==> src/rvm_consts.vh <==
`ifndef RVM_CONSTS_VH
`define RVM_CONSTS_VH

// number of sources: reset plus peripheral and pin interrupts
`define RVM_NUM_VECTORS     26
`define RVM_NUM_IRQ         25
`define RVM_NUM_W           5

// fuse encoding
`define RVM_FUSE_PROGRAMMED 1'h0
`define RVM_FUSE_UNPROG     1'h1

// base table word addresses, 16 bits wide, cut to the pc width where used
`define RVM_ADDR_RESET      16'h0000
`define RVM_ADDR_EXT0       16'h0002
`define RVM_ADDR_EXT1       16'h0004
`define RVM_ADDR_PC0        16'h0006
`define RVM_ADDR_PC1        16'h0008
`define RVM_ADDR_PC2        16'h000A
`define RVM_ADDR_WDOG       16'h000C
`define RVM_ADDR_T2_CMPA    16'h000E
`define RVM_ADDR_T2_CMPB    16'h0010
`define RVM_ADDR_T2_OVF     16'h0012
`define RVM_ADDR_T1_CAPT    16'h0014
`define RVM_ADDR_T1_CMPA    16'h0016
`define RVM_ADDR_T1_CMPB    16'h0018
`define RVM_ADDR_T1_OVF     16'h001A
`define RVM_ADDR_T0_CMPA    16'h001C
`define RVM_ADDR_T0_CMPB    16'h001E
`define RVM_ADDR_T0_OVF     16'h0020
`define RVM_ADDR_SPI_DONE   16'h0022
`define RVM_ADDR_UART_RX    16'h0024
`define RVM_ADDR_UART_TXE   16'h0026
`define RVM_ADDR_UART_TXC   16'h0028
`define RVM_ADDR_ADC        16'h002A
`define RVM_ADDR_EEPROM     16'h002C
`define RVM_ADDR_ACOMP      16'h002E
`define RVM_ADDR_TWO_WIRE   16'h0030
`define RVM_ADDR_SPM        16'h0032

`endif

==> src/rvm_prio_enc.v <==
`timescale 1ns/10ps
// picks the lowest-numbered active request; index 0 is the highest priority
module rvm_prio_enc #(
   parameter N   = 25,
   parameter IW  = 5
) (
   // requests
   input  wire [N-1:0]  req_i,
   // winner
   output reg           any_o,
   output reg  [IW-1:0] idx_o
);

   integer i;

   always @* begin
      any_o = 1'b0;
      idx_o = {IW{1'b0}};
      // scan downward so the lowest index is written last and wins
      for (i = N - 1; i >= 0; i = i - 1) begin
         if (req_i[i]) begin
            any_o = 1'b1;
            idx_o = i[IW-1:0];
         end
      end
   end

endmodule // rvm_prio_enc

==> src/rvm_vector_map.v <==
// What this block does
// - any reset goes to address zero normally
// - external requests zero, one at 0x0002, 0x0004
// - pin-change requests at 0x0006, 0x0008, 0x000A
// - watchdog timeout interrupt uses 0x000C
// - second 8-bit timer at 0x000E..0x0012
// - 16-bit timer at 0x0014..0x001A
// - first 8-bit timer at 0x001C..0x0020
// - serial transfer done uses 0x0022
// - serial port events at 0x0024..0x0028
// - converter, eeprom, comparator at 0x002A..0x002E
// - two-wire 0x0030, program-store ready 0x0032
// - programmed fuse starts at boot reset address
// - select bit adds boot section start
// - placement follows fuse and select combination
// - fuse value one unprogrammed, zero programmed
`timescale 1ns/10ps
`include "rvm_consts.vh"
module rvm_vector_map #(
   parameter PC_W = 13
) (
   // clock and reset
   input  wire            mclk_i,
   input  wire            srst_i,
   // relocation controls
   input  wire            boot_reset_fuse_i,
   input  wire            vector_relocate_select_i,
   input  wire [PC_W-1:0] boot_reset_addr_i,
   // interrupt requests, already enabled and flagged by each peripheral
   input  wire            ext_irq_zero_i,
   input  wire            ext_irq_one_i,
   input  wire            pin_change_req_zero_i,
   input  wire            pin_change_req_one_i,
   input  wire            pin_change_req_two_i,
   input  wire            watchdog_timeout_req_i,
   // timer requests
   input  wire            t2_cmpa_req_i,
   input  wire            t2_cmpb_req_i,
   input  wire            t2_ovf_req_i,
   input  wire            t1_capt_req_i,
   input  wire            t1_cmpa_req_i,
   input  wire            t1_cmpb_req_i,
   input  wire            t1_ovf_req_i,
   input  wire            t0_cmpa_req_i,
   input  wire            t0_cmpb_req_i,
   input  wire            t0_ovf_req_i,
   // serial, converter and memory requests
   input  wire            serial_transfer_done_req_i,
   input  wire            uart_rx_done_req_i,
   input  wire            tx_buffer_empty_req_i,
   input  wire            uart_tx_done_req_i,
   input  wire            adc_done_req_i,
   input  wire            eeprom_ready_req_i,
   input  wire            analog_comp_req_i,
   input  wire            two_wire_serial_req_i,
   input  wire            store_program_ready_req_i,
   // core fetch handshake
   input  wire            irq_take_i,
   output wire            irq_pending_o,
   output reg             vec_valid_o,
   output reg  [PC_W-1:0] vec_addr_o,
   output reg  [4:0]      vec_num_o,
   output reg             vec_is_reset_o,
   output reg  [24:0]     src_ack_o,
   output reg  [PC_W-1:0] reset_addr_o
);

   localparam ST_RESET = 2'h0;
   localparam ST_BOOT  = 2'h1;
   localparam ST_RUN   = 2'h2;

   reg  [1:0]      state_reg;
   reg  [1:0]      state_next;
   reg             fuse_reg;
   wire [24:0]     irq_vec;
   wire            irq_any;
   wire [4:0]      irq_idx;
   wire [PC_W-1:0] reloc_base;
   wire [PC_W-1:0] reset_target;
   wire [PC_W-1:0] irq_target;
   wire            take_ok;

   // base table lookup; index 0 is vector 2
   function [PC_W-1:0] vec_table;
      input [4:0] idx;
      reg   [15:0] a;
      begin
         a = `RVM_ADDR_RESET;
         case (idx)
            5'h00:   a = `RVM_ADDR_EXT0;
            5'h01:   a = `RVM_ADDR_EXT1;
            5'h02:   a = `RVM_ADDR_PC0;
            5'h03:   a = `RVM_ADDR_PC1;
            5'h04:   a = `RVM_ADDR_PC2;
            5'h05:   a = `RVM_ADDR_WDOG;
            5'h06:   a = `RVM_ADDR_T2_CMPA;
            5'h07:   a = `RVM_ADDR_T2_CMPB;
            5'h08:   a = `RVM_ADDR_T2_OVF;
            5'h09:   a = `RVM_ADDR_T1_CAPT;
            5'h0A:   a = `RVM_ADDR_T1_CMPA;
            5'h0B:   a = `RVM_ADDR_T1_CMPB;
            5'h0C:   a = `RVM_ADDR_T1_OVF;
            5'h0D:   a = `RVM_ADDR_T0_CMPA;
            5'h0E:   a = `RVM_ADDR_T0_CMPB;
            5'h0F:   a = `RVM_ADDR_T0_OVF;
            5'h10:   a = `RVM_ADDR_SPI_DONE;
            5'h11:   a = `RVM_ADDR_UART_RX;
            5'h12:   a = `RVM_ADDR_UART_TXE;
            5'h13:   a = `RVM_ADDR_UART_TXC;
            5'h14:   a = `RVM_ADDR_ADC;
            5'h15:   a = `RVM_ADDR_EEPROM;
            5'h16:   a = `RVM_ADDR_ACOMP;
            5'h17:   a = `RVM_ADDR_TWO_WIRE;
            5'h18:   a = `RVM_ADDR_SPM;
            default: a = `RVM_ADDR_RESET;
         endcase
         vec_table = a[PC_W-1:0];
      end
   endfunction

   // bit order equals vector order so the encoder gives lowest vector first
   assign irq_vec = {
      store_program_ready_req_i,
      two_wire_serial_req_i,
      analog_comp_req_i,
      eeprom_ready_req_i,
      adc_done_req_i,
      uart_tx_done_req_i,
      tx_buffer_empty_req_i,
      uart_rx_done_req_i,
      serial_transfer_done_req_i,
      t0_ovf_req_i,
      t0_cmpb_req_i,
      t0_cmpa_req_i,
      t1_ovf_req_i,
      t1_cmpb_req_i,
      t1_cmpa_req_i,
      t1_capt_req_i,
      t2_ovf_req_i,
      t2_cmpb_req_i,
      t2_cmpa_req_i,
      watchdog_timeout_req_i,
      pin_change_req_two_i,
      pin_change_req_one_i,
      pin_change_req_zero_i,
      ext_irq_one_i,
      ext_irq_zero_i
   };

   // combinational encoder: a take sees the winner of that same cycle
   rvm_prio_enc #(
      .N  (`RVM_NUM_IRQ),
      .IW (`RVM_NUM_W)
   ) u_prio (
      .req_i (irq_vec),
      .any_o (irq_any),
      .idx_o (irq_idx)
   );

   // the fuse is held from reset so a mid-run change cannot move the reset target
   always @(posedge mclk_i) begin
      if (srst_i) begin
         fuse_reg <= boot_reset_fuse_i;
      end
   end

   // select bit is live: software flips it at run time, table moves with it
   assign reloc_base   = vector_relocate_select_i ? boot_reset_addr_i : {PC_W{1'b0}};
   // the reset target ignores the select bit; only the fuse moves it
   assign reset_target = (fuse_reg == `RVM_FUSE_PROGRAMMED) ? boot_reset_addr_i
                         : vec_table(5'h1F);
   // a base near the top of the pc range wraps; the boot section never sits that high
   assign irq_target   = reloc_base + vec_table(irq_idx);

   // no vector is offered while the reset target is still being issued
   assign irq_pending_o = irq_any && (state_reg == ST_RUN);
   assign take_ok       = irq_pending_o && irq_take_i;

   // the boot state gives the core one clean reset fetch before any interrupt is offered
   always @* begin
      state_next = state_reg;
      case (state_reg)
         ST_RESET: state_next = ST_BOOT;
         ST_BOOT:  state_next = ST_RUN;
         ST_RUN:   state_next = ST_RUN;
         default:  state_next = ST_RESET;
      endcase
   end

   always @(posedge mclk_i) begin
      if (srst_i) begin
         state_reg      <= ST_RESET;
         vec_valid_o    <= 1'b0;
         vec_addr_o     <= {PC_W{1'b0}};
         vec_num_o      <= 5'h00;
         vec_is_reset_o <= 1'b0;
         src_ack_o      <= 25'h0000000;
         reset_addr_o   <= {PC_W{1'b0}};
      end else begin
         state_reg   <= state_next;
         vec_valid_o <= 1'b0;
         src_ack_o   <= 25'h0000000;
         if (state_reg == ST_BOOT) begin
            // every reset source lands here: one vector, number 1
            vec_valid_o    <= 1'b1;
            vec_addr_o     <= reset_target;
            vec_num_o      <= 5'h01;
            vec_is_reset_o <= 1'b1;
            reset_addr_o   <= reset_target;
         end else if (take_ok) begin
            vec_valid_o    <= 1'b1;
            vec_addr_o     <= irq_target;
            // reset is vector 1, so request index i is vector i+2
            vec_num_o      <= irq_idx + 5'h02;
            vec_is_reset_o <= 1'b0;
            // ack clears only the winner; lower-priority flags stay pending
            src_ack_o      <= 25'h0000001 << irq_idx;
         end
      end
   end

endmodule // rvm_vector_map

==> config.mk <==
export PLATFORM = sky130hd
export DESIGN_NAME = rvm_vector_map
export DESIGN_NICKNAME = d
export VERILOG_FILES = /design/src/rvm_prio_enc.v /design/src/rvm_vector_map.v
export VERILOG_INCLUDE_DIRS = /design/src
export SDC_FILE = /design/constraint.sdc
export NUM_CORES = 1
export LEC_CHECK = 0
export BUFFER_PORTS_ARGS = -buffer_cell sky130_fd_sc_hd__buf_2
export CAP_MARGIN = 20
export CORE_UTILIZATION = 54
export DETAILED_ROUTE_END_ITERATION = 6
export PLACE_DENSITY_LB_ADDON = 0.08
export REMOVE_ABC_BUFFERS = 1
export SYNTH_ARGS = -nofsm -noshare
export SYNTH_HDL_FRONTEND = slang
export SYNTH_HIERARCHICAL = 1
export SYNTH_SLANG_ARGS = --single-unit
export TNS_END_PERCENT = 20
==> constraint.sdc <==
create_clock -name mclk_i -period 6.7 [get_ports mclk_i]
set_clock_uncertainty 0.15 [all_clocks]
set_input_delay 0 -clock mclk_i [delete_from_list [all_inputs] [get_ports mclk_i]]
set_output_delay 0 -clock mclk_i [all_outputs]
set_load 0.02 [all_outputs]
==> run_results.csv <==
group,metric,value,unit
logic_synthesis,ys_warn_count,6,
placement,gp_congestion,0.853,
clock_tree,post_cts_resized,0,
detailed_routing,vias_per_cell,5.51,
critical_path,cp_top_family,"compound AO/OA/AOI/OAI gates",
finish,top_register,"src_ack_o",
detailed_routing,drc,0,
detailed_routing,drt-initial-drc-count,235,
logic_synthesis,synth_area_leaders,"dfxtp_1 (39%), ha_1 (6.1%), nand2_1 (4.6%)",
pwr,power.total,1.11,mW
grt,grt_max_degree,40,
die,die_x,77.6,um
clock_tree,postCtsHoldBufs,15,
clock_tree,clock_path_buffers,2,
sta,hold_violations,0,
finish,final_net_count,532,
sta,rsz0062_at_grt,"false",
die,initial_core_util,56.0,%
detailed_routing,first_pass_iters,5,
die,die_area,0.00602,mm2
logic_synthesis,yosysUniqueCellTypes,58,
grt,first_global_vias,2675,
pwr,power_density,281,mW/mm2
grt,grt.overflow.total,0,
finish,largest_reg_flops,25,
critical_path,start_kind,"primary input",
clock_tree,clk_latency,0.35,ns
clock_tree,ctsRootBufferMaster,"clkbuf_8",
flow_run,drv_cap,0,
status,outcome,"completed",
logic_synthesis,yosys.area.top_type,"dfxtp_1",
grt,antenna_found_initial,0,
sta,period_needed,3.32,ns
clock_tree,cts_buffers,9,
clock_tree,cts_tree,"yes",
die,core-area,0.00551,mm2
sta,finalSetupViolCount,0,
critical_path,arrival,3.42,ns
logic_synthesis,yosysTopAreaCellShare,38.9,%
sta,slew_violations,0,
sta,slew_headroom,33.5,%
finish,drive_above_1_share,27.0,%
detailed_routing,ant_nets,0,
placement,hpwlAfterDp,5190,um
placement,pre_cts_ws,3.10,ns
logic_synthesis,syn_area_per_cell,8.54,um2
detailed_routing,avgRoutedWirePerCell,14.1,um
critical_path,r2r_cells,7,
logic_synthesis,synth_edf_count,1,
finish,num_antenna_cells,0,
sta,clock.fmax,301,MHz
critical_path,r2r-end,"vec_addr_o[7]",
logic_synthesis,synthFlopType,"dfxtp_1",
logic_synthesis,async_flop_share,0,%
detailed_routing,routed_wl,7750,um
finish,area_growth,28.6,%
placement,io_buffers,101,
critical_path,critPathMaxFanout,7,
clock_tree,htree_levels,3,
critical_path,slowest_delay,0.40,ns
critical_path,ff2ff_setup_slack,3.80,ns
pwr,ir_drop,0.218,mV
sta,finalSetupTns,0,ns
finish,top_regs,"src_ack_o: 25 flops, reset_addr_o: 13 flops, vec_addr_o: 13 flops",
detailed_routing,num_vias,3031,
placement,place_area,0.00362,mm2
critical_path,crit_slowest_cell,"a2111oi_1",
finish,multiInputGateArea,0.00171,mm2
detailed_routing,routed.top_layer,"met4",
detailed_routing,wl_met3,603,um
detailed_routing,wl_met2,3480,um
die,pin_count,102,
sta,fin_ws,3.38,ns
grt,grt_util_all_layers,26.9,%
logic_synthesis,syn_area,0.00308,mm2
critical_path,critPathKind,"in -> reg",
clock_tree,post-cts-setup-buffer-count,0,
critical_path,worstPathRequired,6.80,ns
sta,worstMarginPinSlew,0.995,ns
die,die_h,77.6,um
logic_synthesis,ys_seq_area_share,39.9,%
critical_path,critical_path_buf_inv_count,4,
finish,n_fill_cell,467,
logic_synthesis,synth-seq-cells,61,
pwr,power.leakage,1.80,nW
finish,register_area,0.00123,mm2
hold_path,whs_endpoint,"vec_addr_o[12]",
clock_tree,cts.sink_count,61,
detailed_routing,wl_met1,3510,um
hold_path,hp-class,"in -> reg",
hold_path,min-delay-start,"vector_relocate_select_i",
critical_path,endpoint_kind,"register",
sta,min_period_over_period,49.5,%
finish,final_util,72.1,%
finish,design_area,0.00397,mm2
die,rows,27,
hold_path,whs_path_depth,5,
grt,grt_pass1_wl,12600,um
clock_tree,clk_pin_slew_worst_paths,0.07,ns
critical_path,path_cells,"buf_2 > nor4_2 > o21ai_1 > o311a_1 > a2111oi_1 > buf_4 > inv_1 > ha_1 > nand2b_1 > mux2i_1 > ha_1 > inv_1 > fa_1 > nor2b_1 > o31a_1 > o211ai_1 > o211ai_1 > a311oi_1",
logic_synthesis,syn_inst,361,
critical_path,timing.rr.start,"state_reg[1]",
==> worst max-delay path by stage <==
stage | start | endpoint | cells after the start | slack, ns
4_1_cts | uart_rx_done_req_i | vec_addr_o[11] | 16 | 3.44
6_report | t0_cmpa_req_i | vec_addr_o[9] | 18 | 3.38
5_1_grt | uart_rx_done_req_i | vec_addr_o[11] | 16 | 3.05
2_1_floorplan | t0_cmpa_req_i | vec_addr_o[12] | 16 | 3.13
3_3_place_gp | uart_rx_done_req_i | vec_addr_o[11] | 16 | 3.21
3_5_place_dp | uart_rx_done_req_i | vec_addr_o[11] | 16 | 3.10
==> cell usage in the layout, fill, tap and decap left out, types with 5 or more instances in the layout <==
master           n
dlygate4sd3_1   15
nand2_1         38
ha_1            15
o21ai_0         17
a21oi_1         24
o211ai_1         8
dfxtp_1         60
buf_2          101
mux2i_1          6
and3_1           8
and2_1          19
nor2b_1          5
inv_1           15
nor4_1           9
nor2_1          35
nor3_1           8
clkbuf_8        10
==> report_power, final <==
group	total [mW]	internal (mW)	switching [mW]
Combinational	0.354	0.123	0.230
Clock	0.319	0.181	0.138
Sequential	0.441	0.415	0.0264
==> cell type report <==
type | count | share of cell area [%]
clock buffers | 12 | 3.66
multi-input cells | 266 | 43.1
well taps | 72 | 2.27
inverters | 15 | 1.42
repair buffers | 120 | 17.3
flip-flops and latches | 61 | 31.0
clock inverters | 4 | 1.20
==> logic make-up (layout without fill, tap and decap cells) <==
group,Yosys count,count (layout),share of synthesized area [%]
buf+inv,34,151,4.58
fa+ha+maj,16,16,6.73
flops,61,61,39.9
simple gates,151,151,26.4
compound gates,88,88,19.0
xor+xnor,5,5,1.42
mux,6,6,1.95
==> through the flow <==
step	std cells	hold slack (ns)
2_1_floorplan	342	-0.0809
3_3_place_gp	519	0.0285
3_5_place_dp	519	0.0285
4_1_cts	550	0.0124
5_1_grt	550	0.0661
6_report	550	0.0300
==> Yosys cell counts, types with 4 or more instances <==
master,count
inv_1,15
nor2_1,35
clkbuf_1,10
nor2b_1,5
nor3_1,8
and3_1,8
o21bai_1,4
o211ai_1,8
nor4_1,9
mux2i_1,6
nand3_1,4
and2_1,19
ha_1,15
dfxtp_1,60
buf_2,5
nand2b_1,4
nand2_1,38
a21oi_1,24
o21ai_0,17
xnor2_1,4
a311oi_1,4
==> worst min-delay path, cell delays in order <==
cell and delay (ns):
buf_2 0.19, nand2_1 0.09, nor3_1 0.04, o21ai_0 0.06, o211ai_1 0.08
==> per-layer routing <==
layer	track usage [%]	vias up
met1	36.3	1365
met4	11.5	0
met5	0	-
li1	-	1505
met2	40.3	148
met3	7.18	13
Power figures use the tool's default switching activity.
